## config.mk

```make
export PLATFORM = sky130hd
export DESIGN_NAME = sse_exec
export DESIGN_NICKNAME = d
export VERILOG_FILES = /design/src/include/sse_pkg.sv /design/src/rtl/sse_sub.sv /design/src/rtl/sse_exec.sv
export SDC_FILE = /design/constraint.sdc
export NUM_CORES = 1
export LEC_CHECK = 0
export ABC_AREA = 1
export BUFFER_PORTS_ARGS = -buffer_cell sky130_fd_sc_hd__buf_2
export CORE_ASPECT_RATIO = 0.75
export CORE_MARGIN = 3
export CORE_UTILIZATION = 50
export DETAILED_ROUTE_END_ITERATION = 10
export GPL_TIMING_DRIVEN = 0
export PLACE_DENSITY = 0.85
export SLEW_MARGIN = 20
export SYNTH_ARGS = -nofsm -noshare
export SYNTH_HDL_FRONTEND = slang
export SYNTH_SLANG_ARGS = --single-unit
```

## constraint.sdc

```tcl
create_clock -name clk_sys -period 2.5 [get_ports clk_sys]
set_clock_uncertainty 0.1 [all_clocks]
set_input_delay 0 -clock clk_sys [delete_from_list [all_inputs] [get_ports clk_sys]]
set_output_delay 0 -clock clk_sys [all_outputs]
set_load 0.02 [all_outputs]
```

## src/include/sse_pkg.sv

```systemverilog
package sse_pkg;

    // =========================================================
    // Widths
    // =========================================================
    localparam int SSE_DATA_W = 8;
    localparam int SSE_OP_W   = 3;
    localparam int SSE_NIB_W  = 4;

    // =========================================================
    // Operation codes presented by the core decoder
    // =========================================================
    localparam logic [SSE_OP_W-1:0] SSE_OP_NOP       = 3'h0;
    localparam logic [SSE_OP_W-1:0] SSE_OP_SET_BIT   = 3'h1;
    localparam logic [SSE_OP_W-1:0] SSE_OP_INC_MEM   = 3'h2;
    localparam logic [SSE_OP_W-1:0] SSE_OP_INC_WORK  = 3'h3;
    localparam logic [SSE_OP_W-1:0] SSE_OP_BIT_SKIP  = 3'h4;
    localparam logic [SSE_OP_W-1:0] SSE_OP_SUB_WORK  = 3'h5;
    localparam logic [SSE_OP_W-1:0] SSE_OP_SUB_MEM   = 3'h6;
    localparam logic [SSE_OP_W-1:0] SSE_OP_SUB_IMM   = 3'h7;

    // =========================================================
    // Reset values and the increment constant
    // =========================================================
    localparam logic [SSE_DATA_W-1:0] SSE_WORK_RST = 8'h00;
    localparam logic [SSE_DATA_W-1:0] SSE_ONE      = 8'h01;
    localparam logic                  SSE_FLAG_RST = 1'b0;

    // =========================================================
    // Execution state: normal cycle or inserted dummy cycle
    // =========================================================
    typedef enum logic [1:0] {
        SSE_ST_EXEC  = 2'b01,
        SSE_ST_DUMMY = 2'b10
    } sse_state_t;

endpackage

```

## src/rtl/sse_sub.sv

```systemverilog
`timescale 1ns/1ns
module sse_sub #(
    parameter int DATA_W = sse_pkg::SSE_DATA_W
) (
    // Operands
    input  wire logic [DATA_W-1:0] minuend,
    input  wire logic [DATA_W-1:0] subtrahend,
    // Result and flags
    output logic      [DATA_W-1:0] diff,
    output logic                   carry,
    output logic                   half_borrow,
    output logic                   signed_wrap,
    output logic                   zero
);
    import sse_pkg::*;

    logic [DATA_W:0]    full_diff;
    logic [SSE_NIB_W:0] low_diff;

    generate
        if (DATA_W < SSE_NIB_W + 1) begin : g_bad_width
            $error("sse_sub: DATA_W too narrow for half borrow");
        end
    endgenerate

    // =========================================================
    // Carry is the inverse of borrow
    // =========================================================
    // RL8 carry as no-borrow
    always_comb begin
        full_diff   = {1'b0, minuend} - {1'b0, subtrahend};
        low_diff    = {1'b0, minuend[SSE_NIB_W-1:0]}
                    - {1'b0, subtrahend[SSE_NIB_W-1:0]};
        diff        = full_diff[DATA_W-1:0];
        carry       = ~full_diff[DATA_W];
        half_borrow = ~low_diff[SSE_NIB_W];
        signed_wrap = (minuend[DATA_W-1] ^ subtrahend[DATA_W-1])
                    & (minuend[DATA_W-1] ^ diff[DATA_W-1]);
        zero        = (diff == '0);
    end

endmodule

```

## src/rtl/sse_exec.sv

```systemverilog
`timescale 1ns/1ns
// Operation
// RL1 - Bit set forces chosen memory bit to one, flags untouched.
// RL2 - Memory increment writes byte plus one back; skips when zero.
// RL3 - Increment to work register leaves memory alone; skips when zero.
// RL4 - A taken skip inserts one dummy cycle, two cycles in all.
// RL5 - Bit test skips when chosen bit is one; no writes, no flags.
// RL6 - Work register minus memory into work register, four flags.
// RL7 - Work register minus memory into memory, same four flags.
// RL8 - Carry cleared on borrow, set when result zero or positive.
// RL9 - Immediate subtracted from work register, same carry convention.
// RL10 - Results wrap at eight bits; skipped instruction has no effect.
module sse_exec #(
    parameter int DATA_W = sse_pkg::SSE_DATA_W
) (
    // Clock and reset
    input  wire logic                          clk_sys,
    input  wire logic                          rst,
    // Decoded instruction from the core
    input  wire logic                          op_valid,
    input  wire logic [sse_pkg::SSE_OP_W-1:0]  op_code,
    input  wire logic [$clog2(DATA_W)-1:0]     bit_sel,
    input  wire logic [DATA_W-1:0]             imm_data,
    input  wire logic [DATA_W-1:0]             mem_rd_data,
    output logic                               op_ready,
    // Data memory write-back
    output logic                               mem_wr_en,
    output logic      [DATA_W-1:0]             mem_wr_data,
    // Architectural state
    output logic      [DATA_W-1:0]             work_register,
    output logic                               carry_flag,
    output logic                               half_borrow_flag,
    output logic                               zero_flag,
    output logic                               signed_wrap_flag,
    // Skip pipeline control
    output logic                               dummy_cycle
);
    import sse_pkg::*;

    sse_state_t        state_reg;
    sse_state_t        state_next;
    logic [DATA_W-1:0] work_reg;
    logic [DATA_W-1:0] work_next;
    logic [3:0]        flag_reg;
    logic [3:0]        flag_next;
    logic              mem_wr_en_reg;
    logic              mem_wr_en_next;
    logic [DATA_W-1:0] mem_wr_data_reg;
    logic [DATA_W-1:0] mem_wr_data_next;

    logic              op_fire;
    logic [DATA_W-1:0] inc_val;
    logic [DATA_W-1:0] bit_mask;
    logic              bit_hit;
    logic [DATA_W-1:0] sub_rhs;
    logic [DATA_W-1:0] sub_diff;
    logic              sub_carry;
    logic              sub_half;
    logic              sub_wrap;
    logic              sub_zero;

    generate
        if (DATA_W < SSE_DATA_W) begin : g_bad_width
            $error("sse_exec: DATA_W below 8 is not supported");
        end
        // Bit index must reach every bit and no more
        if (DATA_W != (1 << $clog2(DATA_W))) begin : g_bad_pow2
            $error("sse_exec: DATA_W must be a power of two");
        end
    endgenerate

    // =========================================================
    // Operand preparation
    // =========================================================
    assign op_fire  = op_valid && (state_reg == SSE_ST_EXEC);
    // RL10 eight bit wrap
    assign inc_val  = DATA_W'(mem_rd_data + SSE_ONE);
    assign bit_mask = DATA_W'(SSE_ONE) << bit_sel;
    assign bit_hit  = mem_rd_data[bit_sel];
    // RL9 immediate operand select
    assign sub_rhs  = (op_code == SSE_OP_SUB_IMM) ? imm_data : mem_rd_data;

    sse_sub #(
        .DATA_W      (DATA_W)
    ) u_sub (
        .minuend     (work_reg),
        .subtrahend  (sub_rhs),
        .diff        (sub_diff),
        .carry       (sub_carry),
        .half_borrow (sub_half),
        .signed_wrap (sub_wrap),
        .zero        (sub_zero)
    );

    // =========================================================
    // Next-state logic
    // =========================================================
    always_comb begin
        state_next       = SSE_ST_EXEC;
        work_next        = work_reg;
        flag_next        = flag_reg;
        mem_wr_en_next   = 1'b0;
        mem_wr_data_next = mem_wr_data_reg;
        case (state_reg)
            SSE_ST_EXEC: begin
                if (op_valid) begin
                    case (op_code)
                        // RL1 bit set
                        SSE_OP_SET_BIT: begin
                            mem_wr_en_next   = 1'b1;
                            mem_wr_data_next = mem_rd_data | bit_mask;
                        end
                        // RL2 memory increment
                        SSE_OP_INC_MEM: begin
                            mem_wr_en_next   = 1'b1;
                            mem_wr_data_next = inc_val;
                            if (inc_val == '0) begin
                                state_next = SSE_ST_DUMMY;
                            end
                        end
                        // RL3 increment into work
                        SSE_OP_INC_WORK: begin
                            work_next = inc_val;
                            if (inc_val == '0) begin
                                state_next = SSE_ST_DUMMY;
                            end
                        end
                        // RL5 bit test skip
                        SSE_OP_BIT_SKIP: begin
                            if (bit_hit) begin
                                state_next = SSE_ST_DUMMY;
                            end
                        end
                        // RL6 RL9 subtract into work
                        SSE_OP_SUB_WORK, SSE_OP_SUB_IMM: begin
                            work_next = sub_diff;
                            flag_next = {sub_wrap, sub_zero,
                                         sub_half, sub_carry};
                        end
                        // RL7 subtract into memory
                        SSE_OP_SUB_MEM: begin
                            mem_wr_en_next   = 1'b1;
                            mem_wr_data_next = sub_diff;
                            flag_next = {sub_wrap, sub_zero,
                                         sub_half, sub_carry};
                        end
                        default: begin
                            mem_wr_en_next = 1'b0;
                        end
                    endcase
                end
            end
            // RL4 RL10 dummy cycle swallows skipped instruction
            SSE_ST_DUMMY: begin
                state_next = SSE_ST_EXEC;
            end
            default: begin
                state_next = SSE_ST_EXEC;
            end
        endcase
    end

    // =========================================================
    // State registers
    // =========================================================
    always_ff @(posedge clk_sys or posedge rst) begin
        if (rst) begin
            state_reg       <= SSE_ST_EXEC;
            work_reg        <= DATA_W'(SSE_WORK_RST);
            flag_reg        <= {4{SSE_FLAG_RST}};
            mem_wr_en_reg   <= 1'b0;
            mem_wr_data_reg <= DATA_W'(SSE_WORK_RST);
        end else begin
            state_reg       <= state_next;
            work_reg        <= work_next;
            flag_reg        <= flag_next;
            mem_wr_en_reg   <= mem_wr_en_next;
            mem_wr_data_reg <= mem_wr_data_next;
        end
    end

    // =========================================================
    // Outputs
    // =========================================================
    // Ready drops in the dummy cycle so the core holds the next fetch
    assign op_ready         = (state_reg == SSE_ST_EXEC);
    assign dummy_cycle      = (state_reg == SSE_ST_DUMMY);
    assign mem_wr_en        = mem_wr_en_reg;
    assign mem_wr_data      = mem_wr_data_reg;
    assign work_register    = work_reg;
    assign carry_flag       = flag_reg[0];
    assign half_borrow_flag = flag_reg[1];
    assign zero_flag        = flag_reg[2];
    assign signed_wrap_flag = flag_reg[3];
endmodule

```

==> results of run 1 <==
-- layout by cell type, fill, tap and decap left out, types with 2 or more instances in the layout --
cell,count
o21ai_1,20
inv_2,8
dlygate4sd3_1,2
o211ai_1,2
nand2_2,2
nor2_4,4
ha_1,10
dfrtp_1,22
a31oi_1,4
inv_1,37
o21ai_0,9
nor3_1,3
clkbuf_8,3
nand2_1,91
nand4_1,6
a21oi_1,22
nor2_1,34
buf_2,48
nand2_4,2
nand3_1,22
buf_6,2
-- per-layer routing --
layer	wire length [um]	vias up
met3	473	12
met5	0	-
li1	-	1119
met4	93	0
met1	2622	1003
met2	2402	104
-- how the worst min path moves through the flow --
stage,startpoint,to,slack [ns],cells after the start
floorplan,rst,flag_reg[0],-0.1,1
global placement,rst,mem_wr_en,0.13,2
detailed placement,rst,mem_wr_en,0.14,2
CTS,mem_rd_data[1],mem_wr_data[1],0.06,3
global route,op_code[2],mem_wr_data[5],0.08,4
finish,op_code[2],mem_wr_data[3],0.06,4
-- worst min-delay path: stages --
cell     delay (ns)
buf_2          0.17
nor2_4         0.09
nand2_1        0.07
a31oi_1        0.08
-- cells by family (layout without fill, tap and decap cells) --
logic type	count (synthesis)	after routing	synth area share
compound gates	59	59	0.1552
fa+ha+maj	11	11	0.07232
simple gates	168	168	0.3747
xor+xnor	2	2	0.008730
buf+inv	49	102	0.1016
flops	23	23	0.2874
-- stage by stage --
step	hold WS (ns)	instance area, um^2	std cells
finish	0.05877	2374	417
global route	0.07658	2374	417
floorplan	-0.09882	2007	312
global placement	0.1295	2307	411
CTS	0.05556	2374	417
detailed placement	0.1389	2307	411
-- layout make-up --
cell class,instances,area (um^2),share of cell area
clock inverters,1,5.005,0.002109
clock buffers,3,41.29,0.01740
inverters,45,168.9,0.07116
multi-input cells,240,1226,0.5166
repair buffers,49,255.2,0.1075
flip-flops and latches,23,576.8,0.2430
well taps,52,65.06,0.02741
plain buffers,4,35.03,0.01476
-- power groups by stage --
| stage | combinational, W | sequential (W) | clock (W) |
|---|---|---|---|
| 2_1_floorplan | 0.000438 | 0.000597 | 0 |
| 3_3_place_gp | 0.000733 | 0.000502 | 0 |
| 3_5_place_dp | 0.000747 | 0.000506 | 0 |
| 4_1_cts | 0.000755 | 0.000498 | 0.000245 |
| 5_1_grt | 0.000849 | 0.000507 | 0.000264 |
| 6_report | 0.000763 | 0.000497 | 0.000246 |
-- what timing repair did --
item                                    4_1_cts  5_1_grt
endpoints found under the hold margin        23        0
endpoints found under the setup margin        0        0
hold buffers                                  2        0
==> flow_summary.yaml, run 1 <==
outcome:
  status: "finished, final reports clean"
timing:
  hold_viol: 0
  layout_worst_path_cycle_share: 0.8632
  rsz0062_at_grt: "false"
  fmax_mhz: 463.4
  period_needed_ns: 2.158
  worst_slack_ns: 0.3421
  worst_pin_slew_ns: 0.8932
  tns_ns: 0
  slew_viol_final: 0
  slew_headroom: 0.4038
  setup_viol: 0
global_route:
  grt.busiest_layer: "met2"
  grt_util_met1: 0.3534
  grtUsageMet2: 0.3813
  antenna_found_initial: 0
  grt_usage: 0.2453
  met3_usage: 0.04599
  overflow: 0
  grt_pass1_wl_mm: 9.128
  grt_pass1_vias: 1961
  grt_max_degree: 24
synth:
  ys.flop_type: "dfrtp_1"
  synth-edff-count: 0
  synth_area_leaders: "dfrtp_1 (27%), nand2_1 (17%), inv_1 (6.9%), nor2_1 (6.4%), ha_1 (6.2%)"
  async_reset_ff_frac: 1.000
  ys_ff_latch: 23
  syn-num-nets: 348
  yosysTopAreaCellShare: 0.2743
  avgSynthCellArea_um2: 6.432
  syn_area_mm2: 0.002007
  ys.warnings.count: 0
  yosysSeqAreaShare: 0.2874
  synth_cells: 312
  yosysMostFrequentCell: "nand2_1"
  synth_top_area_cell: "dfrtp_1"
  synthDistinctLibCells: 30
  synthTopCellsByCount: "nand2_1 (91), inv_1 (37), nor2_1 (34)"
cts:
  cts_sinks: 23
  cts_setup_buffers: 0
  tritoncts: "yes"
  cts_buffers: 3
  clk_pin_slew_worst_paths_ns: 0.10
  h-tree-depth: 1
  post_cts_resized: 0
  clockRootBuffer: "clkbuf_8"
  clockBufferDepth: 2
  clk-insertion-delay-late_ns: 0.27
placed_design:
  pre_cts_slack_ns: 0.1025
  port_buffers: 47
  hpwlAfterDp_mm: 4.479
  gp_congestion: 0.9532
critical_path:
  critPathLaunch: "op_code[0]"
  slowest_delay_ns: 0.41
  cp_common_cell: "nand2_1"
  path_cells: "buf_2 > nand2_4 > inv_2 > nand2_2 > buf_6 > a21oi_1 > ha_1 > fa_1 > inv_1 > nand3_1 > nand2_1 > nand2_1 > nand2_1 > nand2_1 > nor2_1 > nand4_1 > nand2_1"
  critPathLaunchType: "input pin"
  reg2reg_from: "work_register[0]"
  worstSetupPathType: "input pin to register"
  regToRegEndpoint: "flag_reg[2]"
  path_buf_inv: 4
  r2r_cells: 12
  crit_path_end_kind: "register"
  cp.depth: 17
  r2r_slack_ns: 0.50
  worstSetupEndpoint: "flag_reg[2]"
  critPathMaxFanout: 10
  crit_family: "simple AND/OR/NAND/NOR gates"
  worstPathRequired_ns: 2.61
  slowest_stage: "fa_1"
  cp_data_arrival_time_ns: 2.26
pwr:
  leakagePower_nw: 1.272
  p_sw_w: 0.0006846
  switching_share: 0.4546
  combPwrFrac: 0.506
  vdd_ir_drop_max_uv: 386.3
  seqPwrFrac: 0.330
  clkPwrFrac: 0.164
  power.internal_w: 0.0008215
  power.density_mw_per_mm2: 634.5
  power_w: 0.001506
detailed_routing:
  drt-initial-drc-count: 175
  wl_mm: 5.592
  firstDrtPassIters: 5
  drc: 0
  avgRoutedWirePerCell_um: 13.41
  ant_nets: 0
  vias_per_cell: 5.367
  vias: 2238
flow_run:
  maxCapViolCount: 0
die:
  io_pins: 48
  die_w_um: 79.16
  row_count: 19
  die_area_mm2: 0.004818
  die_y_um: 60.87
  start_util: 0.5343
  coreArea_mm2: 0.003756
hold_path:
  min_path_type: "input pin to register"
finish:
  fillers: 353
  area_growth_pct: 18.27
  diodes: 0
  utilization: 0.6319
  drive_gt1_frac: 0.2082
  fin_nets: 402
Note: power is estimated with default switching activity, not from simulation.
==> run 2: changes to the inputs <==
Settings changed: SYNTH_HIERARCHICAL set to 1.
==> flow_summary.yaml, run 2 <==
outcome:
  status: "finished, final reports clean"
placed_design:
  gp_congestion: 0.9206
  pre_cts_slack_ns: -0.1778
  port_buffers: 43
  hpwlAfterDp_mm: 4.301
flow_run:
  maxCapViolCount: 0
global_route:
  antenna_found_initial: 0
  grt_usage: 0.2315
  grt_max_degree: 24
  met3_usage: 0.03858
  grt_pass1_vias: 1980
  overflow: 0
  grt.busiest_layer: "met2"
  grt_util_met1: 0.3276
  grtUsageMet2: 0.3921
  grt_pass1_wl_mm: 8.914
synth:
  yosysTopAreaCellShare: 0.2733
  synth_top_area_cell: "dfrtp_1"
  async_reset_ff_frac: 1.000
  ys.flop_type: "dfrtp_1"
  avgSynthCellArea_um2: 6.395
  synth_cells: 315
  synthDistinctLibCells: 30
  ys.warnings.count: 6
  yosysSeqAreaShare: 0.2863
  synth_area_leaders: "dfrtp_1 (27%), nand2_1 (14%), inv_1 (9.3%), nand3_1 (7.2%), nor2_1 (7.1%)"
  synthTopCellsByCount: "nand2_1 (74), inv_1 (50), nor2_1 (38)"
  syn_area_mm2: 0.002014
  ys_ff_latch: 23
  synth-edff-count: 0
  syn-num-nets: 350
  yosysMostFrequentCell: "nand2_1"
detailed_routing:
  drt-initial-drc-count: 127
  vias_per_cell: 5.421
  firstDrtPassIters: 5
  ant_nets: 0
  vias: 2255
  avgRoutedWirePerCell_um: 12.75
  drc: 0
  wl_mm: 5.306
cts:
  cts_buffers: 3
  h-tree-depth: 1
  clockBufferDepth: 2
  clk_pin_slew_worst_paths_ns: 0.08
  tritoncts: "yes"
  clk-insertion-delay-late_ns: 0.26
  cts_sinks: 23
  cts_setup_buffers: 0
  clockRootBuffer: "clkbuf_8"
finish:
  area_growth_pct: 17.89
  final_common_cell: "nand2_1"
  drive_gt1_frac: 0.2005
  diodes: 0
  fin_nets: 400
  fillers: 380
  most-common-layout-cells: "nand2_1 (73), inv_1 (50), buf_2 (45), nor2_1 (38), nand3_1 (29)"
timing:
  rsz0062_at_grt: "false"
  tns_ns: 0
  period_needed_ns: 2.211
  whs_ns: 0.04763
  worst_pin_slew_ns: 0.9131
  slew_headroom: 0.3906
  setup_viol: 0
  slew_viol_final: 0
  fmax_mhz: 452.3
  hold_viol: 0
  layout_worst_path_cycle_share: 0.8844
  worst_slack_ns: 0.2889
die:
  die_area_mm2: 0.004834
  coreArea_mm2: 0.003756
  die_w_um: 79.29
  row_count: 19
  start_util: 0.5363
  die_y_um: 60.97
  io_pins: 48
critical_path:
  cp_data_arrival_time_ns: 2.26
  crit_family: "simple AND/OR/NAND/NOR gates"
  path_cells: "inv_1 > ha_1 > fa_1 > inv_1 > nand2_1 > nand2_1 > nand3_1 > nand2_1 > nand2_1 > nand2_1 > inv_1 > nand2_1 > nand2_1 > o21ai_0 > nand2_1"
  worstSetupPathType: "register to register"
  critPathLaunchType: "register"
  crit_path_end_kind: "register"
  critPathMaxFanout: 3
  cp_common_cell: "nand2_1"
  slowest_delay_ns: 0.39
  path_buf_inv: 3
  worstPathRequired_ns: 2.55
  slowest_stage: "fa_1"
pwr:
  leakagePower_nw: 1.332
  power_w: 0.001516
  power.density_mw_per_mm2: 638.4
  vdd_ir_drop_max_uv: 440.5
hold_path:
  min_path_type: "input pin to register"
[run 2: changes by cell type in the layout (fill, tap and decap cells not counted), moves of 5 or more]
| cell | change |
|---|---|
| a31oi_1 | +5 |
| inv_1 | +13 |
| inv_2 | -7 |
| nand2_1 | -18 |
| nand3_1 | +7 |
| nor2_2 | +5 |
| o21ai_0 | +10 |
| o21ai_1 | -19 |
[run 2: final cells by class]
cell class                 instances  area (um^2)  area share
buffer                             7        51.30     0.02160
clock buffer                       4        45.04     0.01897
inverter                          53        202.7     0.08535
multi-input combinational        232         1199      0.5047
sequential                        23        576.8      0.2429
tap                               52        65.06     0.02740
timing repair buffer              45        235.2     0.09905
[run 2: metrics by stage]
step / area, um^2 / std cells / util
CTS: 2360 / 416 / 0.6282
global route: 2375 / 416 / 0.6322
floorplan: 2014 / 315 / -
finish: 2375 / 416 / 0.6322
global placement: 2295 / 410 / 0.6109
detailed placement: 2295 / 410 / 0.6109
[run 2: logic make-up (layout without fill, tap and decap cells)]
group	Yosys count	in the layout	share of synthesized area
compound gates	54	54	0.1460
xor+xnor	2	2	0.008697
fa+ha+maj	10	10	0.06584
buf+inv	60	109	0.1248
flops	23	23	0.2863
mux	4	4	0.02236
simple gates	162	162	0.3460
[run 2: repair_timing]
item,4_1_cts,5_1_grt
resized for setup,0,4
endpoints found under the hold margin,24,0
setup endpoints to repair,0,7
hold buffers,2,0
[run 2: worst min-delay path: stages]
cell	delay, ns
buf_2	0.13
inv_1	0.09
nand2_1	0.08
a31oi_1	0.07
[run 2: metal layers]
layer	part of all wire	vias up
met1	0.46	1024
li1	-	1114
met5	0	-
met2	0.44	114
met4	0.0015	0
met3	0.095	3
[run 2: final timing paths]
path                            cells past startpoint          endpoint             start  slack [ns]
worst max-delay path                               15    mem_wr_data[6]  work_register[0]        0.29
worst min-delay path                                4  work_register[0]    mem_rd_data[0]        0.05
worst max register to register                     15    mem_wr_data[6]  work_register[0]        0.29
worst min register to register                      2    mem_wr_data[6]    mem_wr_data[6]        0.40
max in group asynchronous                           3         mem_wr_en               rst        1.37
min in group asynchronous                           3       flag_reg[1]               rst        0.37
[run 2: where the power goes]
part	switching [W]	total, W	internal, W
Sequential	0.0000573	0.000510	0.000453
Combinational	0.000498	0.000772	0.000274
Clock	0.000121	0.000235	0.000114
==> run 3: changes to the inputs <==
Settings changed: CAP_MARGIN set to 40, HOLD_SLACK_MARGIN set to 0.12.
==> flow_summary.yaml, run 3 (synthesized netlist as in run 2, its figures left out) <==
die:
  coreArea_mm2: 0.003756
  start_util: 0.5363
  io_pins: 48
  die_y_um: 60.97
  die_area_mm2: 0.004834
  die_w_um: 79.29
  row_count: 19
critical_path:
  slowest_stage: "dlygate4sd3_1"
  slowest_delay_ns: 0.53
  worstPathRequired_ns: 2.55
  critPathMaxFanout: 5
  cp_data_arrival_time_ns: 2.41
  crit_path_end_kind: "register"
  path_cells: "dlygate4sd3_1 > buf_2 > inv_2 > a21oi_1 > ha_1 > fa_1 > inv_1 > nand3_1 > nand2_2 > nand2_1 > nand2_1 > nor2_1 > nand2_1 > nor2_2 > mux2_2"
  cp_common_cell: "nand2_1"
  worstSetupPathType: "input pin to register"
  critPathLaunchType: "input pin"
detailed_routing:
  firstDrtPassIters: 5
  vias_per_cell: 5.265
  drc: 0
  vias: 2264
  avgRoutedWirePerCell_um: 12.97
  wl_mm: 5.579
  ant_nets: 0
  drt-initial-drc-count: 203
cts:
  tritoncts: "yes"
  clk-insertion-delay-late_ns: 0.27
  h-tree-depth: 1
  cts_buffers: 3
  clockRootBuffer: "clkbuf_8"
  cts_setup_buffers: 0
  clk_pin_slew_worst_paths_ns: 0.08
  cts_sinks: 23
  clockBufferDepth: 2
outcome:
  status: "finished, final reports clean"
timing:
  period_needed_ns: 2.361
  fmax_mhz: 423.5
  hold_viol: 0
  layout_worst_path_cycle_share: 0.9445
  tns_ns: 0
  worst_pin_slew_ns: 0.3831
  rsz0062_at_grt: "false"
  slew_viol_final: 0
  whs_ns: 0.1227
  setup_viol: 0
  slew_headroom: 0.7446
pwr:
  vdd_ir_drop_max_uv: 431.6
  power.density_mw_per_mm2: 613.3
  p_sw_w: 0.0006845
  seqPwrFrac: 0.331
  leakagePower_nw: 1.377
  combPwrFrac: 0.514
  clkPwrFrac: 0.155
  power.internal_w: 0.0008549
  switching_share: 0.4446
  power_w: 0.001539
finish:
  area_growth_pct: 24.60
  seq_area_um2: 576.8
  diodes: 0
  final_common_cell: "nand2_1"
  fin_nets: 414
  multiInputGateArea_mm2: 0.001191
  most-common-layout-cells: "nand2_1 (72), inv_1 (49), buf_2 (45), nor2_1 (38), nand3_1 (29)"
  utilization: 0.6682
  final_cells: 430
  drive_gt1_frac: 0.2011
  fillers: 365
hold_path:
  min_path_type: "input pin to register"
placed_design:
  hpwlAfterDp_mm: 4.405
  gp_congestion: 0.9206
  port_buffers: 43
  placed_cells: 411
global_route:
  antenna_found_initial: 0
  overflow: 0
  grt_usage: 0.2449
  grt_pass1_wl_mm: 9.411
  grt_pass1_vias: 2122
  grt_max_degree: 16
flow_run:
  maxCapViolCount: 0
run 3: changes by cell type in the layout (fill, tap and decap cells not counted), sizes merged:
| cell | delta |
|---|---|
| buf | +1 |
| dlygate4sd3 | +13 |
run 3: layout make-up:
cell class,count,share of cell area
plain buffers,7,0.02044
inverters,53,0.07976
multi-input cells,232,0.4746
clock buffers,4,0.01795
flip-flops and latches,23,0.2298
repair buffers,59,0.1515
well taps,52,0.02592
run 3: per-stage QoR:
step,cell area [um^2],worst slack [ns]
finish,2510,0.1387
global route,2510,0.001278
CTS,2505,0.1041
detailed placement,2310,-0.1890
global placement,2295,-0.1335
floorplan,2014,0.3856
run 3: routing by layer:
metal | share of wire | vias up | GRT usage
li1 | - | 1137 | -
met1 | 0.47 | 1025 | 0.3339
met2 | 0.44 | 100 | 0.4245
met3 | 0.084 | 2 | 0.04599
met4 | 0.0014 | 0 | 0.02696
met5 | 0 | - | 0
run 3: what timing repair did:
item / CTS / global route
hold endpoints to repair: 36 / 0
hold buffers: 15 / 0
setup endpoints to repair: 0 / 6
gates resized for setup: 0 / 4
run 3: power by group through the flow:
| stage | clock network (W) | registers (W) | logic [W] |
|---|---|---|---|
| after global placement | 0 | 0.000513 | 0.000739 |
| after floorplan | 0 | 0.000608 | 0.000447 |
| final | 0.000239 | 0.000509 | 0.000792 |
| after CTS | 0.000242 | 0.000511 | 0.000780 |
| after detailed placement | 0 | 0.000519 | 0.000759 |
| after global routing | 0.000252 | 0.000521 | 0.000884 |
run 3: path summary, 6_finish.rpt:
kind / startpoint / to / cells past startpoint / slack (ns)
min in group asynchronous: rst / flag_reg[1] / 3 / 0.15
max in group asynchronous: rst / work_register[5] / 4 / 1.72
min reg2reg: mem_wr_data[6] / mem_wr_data[6] / 2 / 0.40
max: mem_rd_data[0] / flag_reg[2] / 15 / 0.14
min: op_code[2] / flag_reg[1] / 3 / 0.12
max reg2reg: work_register[0] / flag_reg[2] / 12 / 0.29
run 3: worst max-delay path, delay by kind of cell:
family | cells | cell delay, ns
fa+ha+maj | 2 | 0.60
mux | 1 | 0.25
simple gates | 7 | 0.61
buf+inv | 4 | 0.89
compound gates | 1 | 0.07
